`src/rtl/mcr_pkg.sv`:
```
/*
 * Constants for the monitor configuration register bank: offsets, bit positions,
 * reset values, sequencer timing and the sequencer state type.
 * Assumes a 40 MHz clock; times are held in microseconds and turned into cycles here.
 */
`default_nettype none
package mcr_pkg;
	localparam logic [7:0] ADDR_OVT_CFG = 8'h06;
	localparam logic [7:0] ADDR_RATE = 8'h07;
	localparam logic [7:0] ADDR_SKIP = 8'h08;
	localparam logic [7:0] OVT_CFG_RST = 8'h01;
	localparam logic [7:0] RATE_RST = 8'h00;
	localparam logic [7:0] SKIP_RST = 8'h00;
	localparam int OVT_STAT_BIT = 0;
	localparam int OVT_POL_BIT = 1;
	localparam int OVT_MODE_BIT = 2;
	localparam int OVT_RES_BIT = 3;
	localparam int OVT_FRAC_LO = 4;
	localparam int RATE_SEL_BIT = 0;
	localparam int TEMP_SKIP_BIT = 7;
	localparam int NUM_VOLT = 7;
	localparam int NUM_FAN = 2;
	localparam logic [1:0] PIN_FN_OFF = 2'h0;
	localparam logic [1:0] PIN_FN_OVT = 2'h1;
	localparam int FAN_PULSES = 2;
	localparam int CLK_MHZ = 40;
	localparam int VOLT_CONV_US = 3000;
	localparam int TEMP9_CONV_US = 3600;
	localparam int TEMP12_CONV_US = 23500;
	localparam int ROUND_US = 728000;
	localparam int FAN_TIMEOUT_US = 1000000;
	localparam int VOLT_CONV_CYC = VOLT_CONV_US * CLK_MHZ;
	localparam int TEMP9_CONV_CYC = TEMP9_CONV_US * CLK_MHZ;
	localparam int TEMP12_CONV_CYC = TEMP12_CONV_US * CLK_MHZ;
	localparam int ROUND_CYC = ROUND_US * CLK_MHZ;
	localparam int FAN_TIMEOUT_CYC = FAN_TIMEOUT_US * CLK_MHZ;
	localparam logic [3:0] CHAN_TEMP = 4'h7;
	localparam logic [3:0] CHAN_FAN0 = 4'h8;
	localparam logic [3:0] CHAN_END = 4'hA;
	typedef enum logic [1:0] {
		SEQ_WAIT = 2'b00,
		SEQ_NEXT = 2'b01,
		SEQ_CONV = 2'b10,
		SEQ_FAN = 2'b11
	} mcr_seq_state_t;
endpackage
`default_nettype wire

```
`src/rtl/mcr_seq_if.sv`:
```
/*
 * Carries configuration to the sequencer and its conversion events back.
 * Assumes both ends share the register bank clock.
 */
`default_nettype none
interface mcr_seq_if;
	logic [7:0] skip;
	logic cont;
	logic res12;
	logic conv_start;
	logic conv_done;
	logic [3:0] chan;
	modport bank (output skip, output cont, output res12,
		input conv_start, input conv_done, input chan);
	modport seq (input skip, input cont, input res12,
		output conv_start, output conv_done, output chan);
endinterface
`default_nettype wire

```
`src/rtl/mcr_top.sv`:
```
/*
 * Monitor configuration register bank: overtemperature, conversion rate and
 * channel skip registers, the overtemperature pin driver and error gating.
 * Assumes the serial interface decodes accesses into single-cycle strobes on
 * the register port, and that the comparator logic supplies the overtemp state.
 */
`default_nettype none
module mcr_top #(
	parameter int VOLT_CYC = mcr_pkg::VOLT_CONV_CYC,
	parameter int T9_CYC = mcr_pkg::TEMP9_CONV_CYC,
	parameter int T12_CYC = mcr_pkg::TEMP12_CONV_CYC,
	parameter int RR_CYC = mcr_pkg::ROUND_CYC,
	parameter int FAN_TMO_CYC = mcr_pkg::FAN_TIMEOUT_CYC
) (
	// Clock and reset
	input wire logic ref_clk_in,
	input wire logic rst_n_in,
	input wire logic ce_in,
	// Register port
	input wire logic [7:0] reg_addr_in,
	input wire logic reg_wr_in,
	input wire logic reg_rd_in,
	input wire logic [7:0] reg_wdata_in,
	output logic [7:0] reg_rdata_out,
	// Pin function select from the fan divisor register, bit 7 then bit 6
	input wire logic [1:0] pin_fn_in,
	// Overtemperature state and shared pin
	input wire logic ovt_active_in,
	output logic ovt_one_shot_out,
	input wire logic ovt_pin_in,
	output logic ovt_pin_out,
	output logic ovt_pin_oe_n_out,
	// Temperature fraction from the converter
	input wire logic temp_upd_in,
	input wire logic [3:0] temp_frac_in,
	// Limit checks
	input wire logic [7:0] limit_err_in,
	output logic [7:0] err_event_out,
	output logic [7:0] value_zero_out,
	// Fans
	input wire logic [mcr_pkg::NUM_FAN-1:0] fan_en_in,
	input wire logic [mcr_pkg::NUM_FAN-1:0] fan_tach_in,
	// Conversion control
	output logic conv_start_out,
	output logic conv_done_out,
	output logic [3:0] conv_chan_out,
	output logic res12_out
);
	logic [7:1] ovt_cfg_r, ovt_cfg_nxt;
	logic ovt_stat_r, ovt_stat_nxt;
	logic rate_r, rate_nxt;
	logic [7:0] skip_r, skip_nxt;
	logic [7:0] rdata_r, rdata_nxt;
	logic [7:0] err_r, err_nxt;
	logic pin_ovt;
	logic drive_low;

	mcr_seq_if sif();

	assign pin_ovt = (pin_fn_in == mcr_pkg::PIN_FN_OVT);

	always_comb begin
		ovt_cfg_nxt = ovt_cfg_r;
		ovt_stat_nxt = ovt_stat_r;
		rate_nxt = rate_r;
		skip_nxt = skip_r;
		if (pin_ovt) begin
			ovt_stat_nxt = ovt_pin_in;
		end
		if (temp_upd_in) begin
			if (skip_r[mcr_pkg::TEMP_SKIP_BIT]) begin
				ovt_cfg_nxt[7:4] = 4'h0;
			end else if (ovt_cfg_r[mcr_pkg::OVT_RES_BIT]) begin
				ovt_cfg_nxt[7:4] = temp_frac_in;
			end else begin
				// Bits 4 to 6 carry no meaning here; zero keeps reads repeatable.
				ovt_cfg_nxt[7:4] = {temp_frac_in[3], 3'h0};
			end
		end
		if (reg_wr_in) begin
			case (reg_addr_in)
				mcr_pkg::ADDR_OVT_CFG: begin
					ovt_cfg_nxt = reg_wdata_in[7:1];
				end
				mcr_pkg::ADDR_RATE: begin
					rate_nxt = reg_wdata_in[mcr_pkg::RATE_SEL_BIT];
				end
				mcr_pkg::ADDR_SKIP: begin
					skip_nxt = reg_wdata_in;
				end
				default: begin
				end
			endcase
		end
	end

	always_comb begin
		rdata_nxt = rdata_r;
		if (reg_rd_in) begin
			case (reg_addr_in)
				mcr_pkg::ADDR_OVT_CFG: rdata_nxt = {ovt_cfg_r, ovt_stat_r};
				mcr_pkg::ADDR_RATE: rdata_nxt = {7'h00, rate_r};
				mcr_pkg::ADDR_SKIP: rdata_nxt = skip_r;
				default: rdata_nxt = 8'h00;
			endcase
		end
		err_nxt = limit_err_in & ~skip_r;
	end

	always_ff @(posedge ref_clk_in or negedge rst_n_in) begin
		if (!rst_n_in) begin
			ovt_cfg_r <= mcr_pkg::OVT_CFG_RST[7:1];
			ovt_stat_r <= mcr_pkg::OVT_CFG_RST[mcr_pkg::OVT_STAT_BIT];
			rate_r <= mcr_pkg::RATE_RST[mcr_pkg::RATE_SEL_BIT];
			skip_r <= mcr_pkg::SKIP_RST;
			rdata_r <= 8'h00;
			err_r <= 8'h00;
		end else if (ce_in) begin
			ovt_cfg_r <= ovt_cfg_nxt;
			ovt_stat_r <= ovt_stat_nxt;
			rate_r <= rate_nxt;
			skip_r <= skip_nxt;
			rdata_r <= rdata_nxt;
			err_r <= err_nxt;
		end
	end

	// Open drain: the pin is only ever pulled low, so the level is a pull-up's job.
	assign drive_low = pin_ovt
		&& (ovt_active_in ^ ovt_cfg_r[mcr_pkg::OVT_POL_BIT]);
	assign ovt_pin_out = 1'b0;
	assign ovt_pin_oe_n_out = !drive_low;
	assign ovt_one_shot_out = ovt_cfg_r[mcr_pkg::OVT_MODE_BIT];
	assign res12_out = ovt_cfg_r[mcr_pkg::OVT_RES_BIT];
	assign reg_rdata_out = rdata_r;
	assign err_event_out = err_r;
	assign value_zero_out = skip_r;

	assign sif.skip = skip_r;
	assign sif.cont = rate_r;
	assign sif.res12 = ovt_cfg_r[mcr_pkg::OVT_RES_BIT];
	assign conv_start_out = sif.conv_start;
	assign conv_done_out = sif.conv_done;
	assign conv_chan_out = sif.chan;

	mcr_seq #(
		.VOLT_CYC(VOLT_CYC),
		.T9_CYC(T9_CYC),
		.T12_CYC(T12_CYC),
		.RR_CYC(RR_CYC),
		.FAN_TMO_CYC(FAN_TMO_CYC)
	) u_seq (
		.ref_clk_in(ref_clk_in),
		.rst_n_in(rst_n_in),
		.ce_in(ce_in),
		.fan_en_in(fan_en_in),
		.fan_tach_in(fan_tach_in),
		.sif(sif)
	);

	a_ovt_status_mirror: assert property (@(posedge ref_clk_in) disable iff (!rst_n_in)
		ce_in && pin_ovt && !(reg_wr_in && reg_addr_in == mcr_pkg::ADDR_OVT_CFG)
		|=> ovt_stat_r == $past(ovt_pin_in))
		else $error("status bit does not mirror pin");
	a_pin_drive_pol: assert property (@(posedge ref_clk_in) disable iff (!rst_n_in)
		!ovt_pin_oe_n_out |-> pin_ovt && ovt_pin_out == 1'b0
		&& ovt_active_in != ovt_cfg_r[mcr_pkg::OVT_POL_BIT])
		else $error("pin driven against polarity");
	a_pin_off: assert property (@(posedge ref_clk_in) disable iff (!rst_n_in)
		pin_fn_in == mcr_pkg::PIN_FN_OFF |-> ovt_pin_oe_n_out)
		else $error("pin driven while off");
	a_rate_rsvd_zero: assert property (@(posedge ref_clk_in) disable iff (!rst_n_in)
		ce_in && reg_rd_in && reg_addr_in == mcr_pkg::ADDR_RATE
		|=> reg_rdata_out[7:1] == 7'h00 && reg_rdata_out[0] == $past(rate_r))
		else $error("rate register read wrong");
	a_skip_no_err: assert property (@(posedge ref_clk_in) disable iff (!rst_n_in)
		ce_in && $past(ce_in) |-> (err_event_out & $past(skip_r)) == 8'h00)
		else $error("error from disabled channel");
	a_frac_capture: assert property (@(posedge ref_clk_in) disable iff (!rst_n_in)
		ce_in && temp_upd_in && !reg_wr_in && res12_out && !skip_r[mcr_pkg::TEMP_SKIP_BIT]
		|=> ovt_cfg_r[7:4] == $past(temp_frac_in))
		else $error("fraction nibble not captured");
endmodule
`default_nettype wire

```
`src/rtl/mcr_seq.sv`:
```
/*
 * Conversion sequencer: walks voltage, temperature and fan channels, skipping
 * disabled ones, holding voltage and temperature for their conversion time and each fan until two tach pulses or the timeout.
 * Assumes fan inputs are synchronous to the clock and the counts fit 32 bits.
 */
`default_nettype none
module mcr_seq #(
	parameter int VOLT_CYC = mcr_pkg::VOLT_CONV_CYC,
	parameter int T9_CYC = mcr_pkg::TEMP9_CONV_CYC,
	parameter int T12_CYC = mcr_pkg::TEMP12_CONV_CYC,
	parameter int RR_CYC = mcr_pkg::ROUND_CYC,
	parameter int FAN_TMO_CYC = mcr_pkg::FAN_TIMEOUT_CYC
) (
	// Clock and reset
	input wire logic ref_clk_in,
	input wire logic rst_n_in,
	input wire logic ce_in,
	// Fans
	input wire logic [mcr_pkg::NUM_FAN-1:0] fan_en_in,
	input wire logic [mcr_pkg::NUM_FAN-1:0] fan_tach_in,
	// Bank side
	mcr_seq_if.seq sif
);
	mcr_pkg::mcr_seq_state_t state_r, state_nxt;
	logic [3:0] chan_r, chan_nxt;
	logic [31:0] cnt_r, cnt_nxt;
	logic [1:0] pulse_r, pulse_nxt;
	logic [mcr_pkg::NUM_FAN-1:0] tach_prev_r;
	logic start_r, start_nxt;
	logic done_r, done_nxt;
	logic fan_idx;
	logic tach_rise;

	assign fan_idx = chan_r[0];
	assign tach_rise = fan_tach_in[fan_idx] & ~tach_prev_r[fan_idx];

	always_comb begin
		state_nxt = state_r;
		chan_nxt = chan_r;
		cnt_nxt = cnt_r;
		pulse_nxt = pulse_r;
		start_nxt = 1'b0;
		done_nxt = 1'b0;
		case (state_r)
			mcr_pkg::SEQ_WAIT: begin
				if (cnt_r <= 32'd1) begin
					state_nxt = mcr_pkg::SEQ_NEXT;
				end else begin
					cnt_nxt = cnt_r - 32'd1;
				end
			end
			mcr_pkg::SEQ_NEXT: begin
				if (chan_r == mcr_pkg::CHAN_END) begin
					chan_nxt = 4'h0;
					if (sif.cont) begin
						state_nxt = mcr_pkg::SEQ_NEXT;
					end else begin
						state_nxt = mcr_pkg::SEQ_WAIT;
						cnt_nxt = 32'(RR_CYC);
					end
				end else if (chan_r < mcr_pkg::CHAN_FAN0) begin
					if (sif.skip[chan_r[2:0]]) begin
						chan_nxt = chan_r + 4'h1;
					end else begin
						start_nxt = 1'b1;
						state_nxt = mcr_pkg::SEQ_CONV;
						if (chan_r != mcr_pkg::CHAN_TEMP) begin
							cnt_nxt = 32'(VOLT_CYC);
						end else if (sif.res12) begin
							cnt_nxt = 32'(T12_CYC);
						end else begin
							cnt_nxt = 32'(T9_CYC);
						end
					end
				end else if (fan_en_in[fan_idx]) begin
					state_nxt = mcr_pkg::SEQ_FAN;
					pulse_nxt = 2'h0;
					cnt_nxt = 32'(FAN_TMO_CYC);
				end else begin
					chan_nxt = chan_r + 4'h1;
				end
			end
			mcr_pkg::SEQ_CONV: begin
				if (cnt_r <= 32'd1) begin
					done_nxt = 1'b1;
					chan_nxt = chan_r + 4'h1;
					state_nxt = mcr_pkg::SEQ_NEXT;
				end else begin
					cnt_nxt = cnt_r - 32'd1;
				end
			end
			mcr_pkg::SEQ_FAN: begin
				// A stopped fan would stall the round, so a timeout bounds the wait.
				if (tach_rise) begin
					pulse_nxt = pulse_r + 2'h1;
				end
				if ((tach_rise && pulse_r == 2'(mcr_pkg::FAN_PULSES - 1)) || cnt_r <= 32'd1) begin
					chan_nxt = chan_r + 4'h1;
					state_nxt = mcr_pkg::SEQ_NEXT;
				end else begin
					cnt_nxt = cnt_r - 32'd1;
				end
			end
			default: begin
				state_nxt = mcr_pkg::SEQ_NEXT;
				chan_nxt = 4'h0;
			end
		endcase
	end

	always_ff @(posedge ref_clk_in or negedge rst_n_in) begin
		if (!rst_n_in) begin
			state_r <= mcr_pkg::SEQ_NEXT;
			chan_r <= 4'h0;
			cnt_r <= 32'd0;
			pulse_r <= 2'h0;
			tach_prev_r <= '0;
			start_r <= 1'b0;
			done_r <= 1'b0;
		end else if (ce_in) begin
			state_r <= state_nxt;
			chan_r <= chan_nxt;
			cnt_r <= cnt_nxt;
			pulse_r <= pulse_nxt;
			tach_prev_r <= fan_tach_in;
			start_r <= start_nxt;
			done_r <= done_nxt;
		end
	end

	assign sif.conv_start = start_r;
	assign sif.conv_done = done_r;
	assign sif.chan = chan_r;

	a_skip_no_start: assert property (@(posedge ref_clk_in) disable iff (!rst_n_in)
		ce_in && state_r == mcr_pkg::SEQ_NEXT && chan_r < mcr_pkg::CHAN_FAN0
		&& sif.skip[chan_r[2:0]] |=> !start_r)
		else $error("disabled channel was started");
	a_volt_conv_len: assert property (@(posedge ref_clk_in) disable iff (!rst_n_in)
		start_r && chan_r < mcr_pkg::CHAN_TEMP |-> cnt_r == 32'(VOLT_CYC))
		else $error("voltage conversion time wrong");
	a_temp_conv_len: assert property (@(posedge ref_clk_in) disable iff (!rst_n_in)
		start_r && chan_r == mcr_pkg::CHAN_TEMP
		|-> cnt_r == ($past(sif.res12) ? 32'(T12_CYC) : 32'(T9_CYC)))
		else $error("temperature conversion time wrong");
	a_fan_two_pulses: assert property (@(posedge ref_clk_in) disable iff (!rst_n_in)
		ce_in && state_r == mcr_pkg::SEQ_FAN && tach_rise && pulse_r == 2'h0 && cnt_r > 32'd1
		|=> state_r == mcr_pkg::SEQ_FAN)
		else $error("fan left after one pulse");
	a_round_wait: assert property (@(posedge ref_clk_in) disable iff (!rst_n_in)
		ce_in && state_r == mcr_pkg::SEQ_NEXT && chan_r == mcr_pkg::CHAN_END
		|=> (state_r == mcr_pkg::SEQ_WAIT) == !$past(sif.cont))
		else $error("rate select not honoured");
endmodule
`default_nettype wire

```
`config.mk`:
```
export PLATFORM = sky130hd
export DESIGN_NAME = mcr_top
export DESIGN_NICKNAME = d
export VERILOG_FILES = /design/src/rtl/mcr_pkg.sv /design/src/rtl/mcr_seq_if.sv /design/src/rtl/mcr_top.sv /design/src/rtl/mcr_seq.sv
export SDC_FILE = /design/constraint.sdc
export NUM_CORES = 1
export LEC_CHECK = 0
export ABC_CLOCK_PERIOD_IN_PS = 2500
export BUFFER_PORTS_ARGS = -buffer_cell sky130_fd_sc_hd__buf_2
export CELL_PAD_IN_SITES_DETAIL_PLACEMENT = 0
export CELL_PAD_IN_SITES_GLOBAL_PLACEMENT = 1
export CORE_MARGIN = 2
export CORE_UTILIZATION = 38
export CTS_CLUSTER_DIAMETER = 50
export DETAILED_ROUTE_END_ITERATION = 16
export GPL_ROUTABILITY_DRIVEN = 0
export PLACE_DENSITY = 0.86
export SLEW_MARGIN = 20
export SYNTH_ARGS = -nofsm -noshare
export SYNTH_HDL_FRONTEND = slang
export SYNTH_SLANG_ARGS = --single-unit
```
`constraint.sdc`:
```
create_clock -name ref_clk_in -period 2.5 [get_ports ref_clk_in]
set_input_delay 0.625 -clock ref_clk_in [delete_from_list [all_inputs] [get_ports ref_clk_in]]
set_output_delay 0.625 -clock ref_clk_in [all_outputs]
set_load 0.02 [all_outputs]
```
; Yosys cells after proc, flatten, opt, wreduce, memory -nomap -nowiden
; Index checks and enable logic that the tools add are counted.
; Widths: inputs -> output; s select.
[totals]
regBits = 77
latch_bits = 0
mem_bits_rw = 0
rom_bits = 0
in_bits = 42
out_inout_bits = 34
memories = 0
[op_classes]
add_sub_neg = 3
n_mul = 0
n_div = 0
n_lt_le_gt_ge = 4
n_eq_ne = 24
shifts = 0
muxes = 50
n_bitwise = 5
reduce_logical = 17
[op_table]
columns = cell, count
row1 = $mux 32, 8
row2 = $pmux 32 s3, 1
row3 = $le 32x1->1 const B, 1
row4 = $mux 4, 8
row5 = $sub 32x1->32 const B, 1
row6 = $pmux 8 s3, 1
row7 = $mux 2, 10
row8 = $mux 20, 1
row9 = $reduce_and 6->1, 3
row10 = $eq 8x3->1 const B, 2
row11 = $mux 1, 14
row12 = $mux 7, 2
row13 = $ne 4x3->1 const B, 3
row14 = $pmux 4 s3, 1
row15 = $ne 2x1->1 const B, 5
row16 = $reduce_and 3->1, 3
row17 = $and 8x8->8, 1
row18 = $eq 8x4->1 const B, 1
row19 = $ne 2x2->1 const B, 4
row20 = $not 8->8, 1
row21 = $eq 2x1->1 const B, 3
row22 = $pmux 2 s3, 1
row23 = $reduce_and 5->1, 1
row24 = $add 4x1->4 const B, 1
row25 = other kinds (23), 26

; Longest topological paths before layout
[logic_depth]
word_depth = 8
ltp_mapped = 11

; By module
; A second synthesis with hierarchy kept.
[hier_totals]
cells_unflattened = 484
hier_area_um2 = 4495.6
[modules_own_cells]
columns = module, n_inst, cells_each, area_each_um2, seq_area_each_um2
row1 = mcr_seq, 1, 339, 2926.6, 1102.3
row2 = mcr_top, 1, 145, 1569.0, 827.0

; Least setup slack after synthesis
; Ideal clock, no wire load.
[synth_timing]
path_type = in2reg
from = input reg_addr_in[5]
to = register skip_r[0] (netlist: value_zero_out[0])
arrival_time_ns = 2.445
required_ns = 2.375
setup_slack_ns = -0.070
stages = 7
path_buffers = 2
cell_sequence = or4_1 -> nor2_1 -> and3_1 -> clkbuf_1 -> and3_1 -> clkbuf_1 -> mux2_2
[synth_via]
elab_chain_cells = 2
[synth_rtl]
columns = element, line
row1 = from (decl), mcr_top.sv:20  ; input wire logic [7:0] reg_addr_in,
row2 = $eq 8x4->1, mcr_top.sv:81  ; case (reg_addr_in)
row3 = $reduce_and 3->1 (no source line), --
row4 = to (signal assigned), mcr_top.sv:115  ; skip_r <= mcr_pkg::SKIP_RST;
row5 = to (signal assigned), mcr_top.sv:122  ; skip_r <= skip_nxt;
row6 = to (decl), mcr_top.sv:52  ; logic [7:0] skip_r, skip_nxt;
; Every way passes these cells.
; A chain may end at the register's enable or synchronous reset.

; Final worst setup path
[layout_timing]
from = register u_seq.cnt_r[5]
to = register u_seq.chan_r[2] (netlist: u_seq.sif.chan[2])
[layout_via]
elab_chain_cells = 4
word_cells_on_any_way = 5
[layout_rtl]
columns = element, line
row1 = from (decl), mcr_seq.sv:26  ; logic [31:0] cnt_r, cnt_nxt;
row2 = from (signal assigned), mcr_seq.sv:123  ; cnt_r <= cnt_nxt;
row3 = $le 32x1->1 (*), "mcr_seq.sv:84, mcr_seq.sv:97"
row4 = $logic_or 1x1->1, mcr_seq.sv:97  ; if ((tach_rise && pulse_r == 2'(mcr_pkg::FAN_PULSES - 1)) || cnt_r <= 32'd1) begin
row5 = $ne 2x1->1 (no source line), --
row6 = $reduce_and 6->1 (no source line) (*), --
row7 = to (signal assigned), mcr_seq.sv:122  ; chan_r <= chan_nxt;
row8 = to (decl), mcr_seq.sv:25  ; logic [3:0] chan_r, chan_nxt;
; Mark *: on every way between the ends. The rest lies on a longest branch, timed or not.

==> metrics.md <==
| Metric | Value |
|---|---|
| DRC | `0` |
| Worst path depth | `6` |
| Worst path slowest cell | `or4_1` |
| Routed via count | `4027` |
| Largest net degree at the start of global routing | `45` |
| Startpoint Class | `flip-flop` |
| Hold WC Path Type | `in2async` |
| Synth Area in XOR/XNOR | `0.2047%` |
| Final ANT Viol Nets | `0` |
| Max_cap viols | `0` |
| Synth Cell Area | `4278 um2` |
| R2r endpoint | `u_seq.sif.chan[2]` |
| Reg2Reg Launch Point | `u_seq.cnt_r[5]` |
| Clock latency on the worst-skew pair | `340 ps` |
| Fillers | `1011` |
| Crit path kind | `reg2reg` |
| CP Buf/Inv Count | `0` |
| Adder-Cell Fraction of Synth Area | `1.462%` |
| Diode count | `0` |
| Clk root buf | `clkbuf_16` |
| Post-synth EDFFs | `0` |
| WP data required | `2720 ps` |
| Simple-gate share of the synthesized area | `22.49%` |
| Hold-fix buffers, CTS | `0` |
| Register area share after synthesis | `45.10%` |
| Syn nets | `516` |
| Post-route setup TNS | `0 ps` |
| Num CTS Buffers | `9` |
| R2R Setup Slk | `100 ps` |
| PwrDens | `713.4 nW/um2` |
| Tot GR Track Use | `20.71%` |
| First-pass GRT wire length | `19.39 mm` |
| Layout cell share with drive strength beyond 1 | `30.78%` |
| DP Cell Count | `698` |
| Yosys warns | `0` |
| Final min period | `2400 ps` |
| Pins Over Slew Limit | `0` |
| Cell Count, Final, Fillers Out | `715` |
| Vias in the first global route | `3876` |
| Post-DP HPWL | `8.801 mm` |
| Worst EP arrival | `2620 ps` |
| Crit path capture | `u_seq.sif.chan[2]` |
| Synth async-reset ratio | `100.0%` |
| Critical path cell sequence | `or4_1 -> nor3_2 -> nand4_1 -> a211oi_4 -> nand2_1 -> mux2_2` |
| Initial antenna violation count | `0` |
| Count of final setup violators | `0` |
| Commonest non-fill, non-tap cell in the layout | `dfrtp_1` |
| H-tree levels | `3` |
| CTS sink cnt | `77` |
| Yosys cell types | `61` |
| RSZ-0062 raised after global routing | `no` |
| FF-to-FF path depth | `6` |
| Initial DRT Pass Iterations | `5` |
| Horiz. Die Dim | `110.1 um` |
| Final WL | `12.05 mm` |
| Worst setup startpoint | `u_seq.cnt_r[5]` |
| Avg WL per Cell | `16.85 um` |
| Mux contribution to synthesized area | `6.727%` |
| PortBufs | `74` |
| Via/cell ratio | `5.632` |
| Top cell family by delay on the critical path | `simple AND/OR/NAND/NOR gates` |
| # nets final | `617` |
| Combinational family with the most area after synthesis | `simple AND/OR/NAND/NOR gates` |
| Syn avg cell area | `9.121 um2` |
| Fin. Hold Viols | `0` |
| Period utilization | `95.98%` |
| CTS tree | `built` |
| Area Overhead vs Synth | `27.17%` |
| Commonest non-fill, non-tap cells in the layout | `dfrtp_1, buf_2, nand2_1, o21ai_0, nor2_1` |
| Yosys reg bits | `77` |
| Synth Flop Type | `dfrtp_1` |
| Final Skew | `6.368 ps` |
| Starting density of the core | `39.12%` |
| Total gr overflow | `0` |
| CP Capture Type | `flip-flop` |
| Die Span Y | `110.1 um` |
| Core Box Area | `10940 um2` |
| Clk buf depth | `2` |
| Syn Inst Count | `469` |
| Overall Power | `0.003881 W` |
| Crit Path Max Fanout | `6` |
| Max incr delay on CP | `640 ps` |
| Worst-path clk slew | `60 ps` |
| Status | `finished clean` |
| Boundary pin count | `76` |
| Max VDD drop | `0.0004322 V` |
| Fmax | `0.4168 GHz` |
| Compound-Gate Fraction of Synth Area | `20.01%` |
| Leak | `2.574 nW` |
| Num rows | `38` |
| Starting DRT DRC Count | `418` |
| Die Area | `12120 um2` |
## report_power, final
group	internal [W]	switching [W]
Clock	0.000875	0.000529
Combinational	0.000400	0.000445
Sequential	0.00144	0.000194
Total	0.00271	0.00117
## worst min path at each step
stage | endpoint | slack, ps | startpoint | cells past startpoint
after CTS | err_event_out[2] | 250 | rst_n_in | 1
after floorplan | err_event_out[0] | 330 | rst_n_in | 0
after detailed placement | ovt_cfg_r[4] | 480 | ovt_cfg_r[4] | 2
after global routing | err_event_out[0] | 260 | rst_n_in | 1
after global placement | ovt_cfg_r[4] | 470 | ovt_cfg_r[4] | 2
final | err_event_out[0] | 230 | rst_n_in | 1
## state kept, by name, summed over array words and instances, names as in the netlist, 2 cells and up
signal,cells
err_event_out,8
u_seq.cnt_r,32
u_seq.pulse_r,2
u_seq.sif.chan,4
u_seq.state_r,2
value_zero_out,8
reg_rdata_out,8
u_seq.tach_prev_r,2
ovt_cfg_r,7
## metrics by stage
stage / cell area [um2] / utilization, % / setup WS (ps) / hold slack, ps
CTS: 5384 / 49.23 / 16.97 / 246.9
detailed placement: 5062 / 46.29 / 6.255 / 475.0
global route: 5440 / 49.75 / 13.13 / 257.6
floorplan: 4279 / - / 45.94 / 329.4
global placement: 5062 / 46.29 / 69.37 / 467.2
finish: 5440 / 49.75 / 100.5 / 227.9
## metal layers
| metal | routed length (um) | share of wire (%) | GRT usage, % |
|---|---|---|---|
| met5 | 0 | 0 | 0 |
| met2 | 5852 | 49 | 35.32 |
| met3 | 753 | 6.3 | 4.174 |
| met4 | 161 | 1.3 | 5.714 |
| met1 | 5280 | 44 | 26.75 |
## cells by family (layout without fill, tap and decap cells)
group	count (synthesis)	count (layout)
buffers and inverters	42	148
other	1	1
adders and majority gates	5	5
AOI/OAI and AO/OA	132	132
muxes	26	26
and+or+nand+nor	185	185
xor gates and xnor gates	1	1
DFF	77	77
## final cells by class
type                    instances  area [um2]  area share, %
flip-flops and latches         77        1931          35.49
inverters                      17       63.81          1.173
clock buffers                  10       229.0          4.209
repair buffers                115       718.2          13.20
well taps                     140       175.2          3.220
clock inverters                 6       87.58          1.610
multi-input cells             350        2236          41.10
## cells in the mapped netlist, types with 3 or more instances
cell type  instances  area share, %
a22o_1            12            2.5
o31ai_1            7            1.2
nand2_1           51            4.5
and3_1             6           0.88
mux2i_1            4           0.94
o21ai_0           44            5.1
a21oi_1           27            3.2
nand3_1           15            1.8
and2_1             4           0.58
ha_1               5            1.5
o41ai_1            3           0.61
o311ai_0           3           0.61
a22oi_1            7            1.2
nor2_1            41            3.6
clkbuf_1          19            1.7
nand2b_1           6           0.88
o2bb2ai_1          3           0.61
inv_1             17            1.5
mux2_2            22            5.8
dfrtp_1           75             44
nand3b_1           8            1.4
nor4_1             4           0.58
nor3_1            11            1.3
nand4_1            7            1.0
buf_2              5           0.58
a21o_1             6            1.1
or3_1             10            1.5
## timing repair
action	CTS	global route
setup buffers	0	1
resized for setup	1	11
endpoints found under the setup margin	1	30
Power figures use the tool's default switching activity.
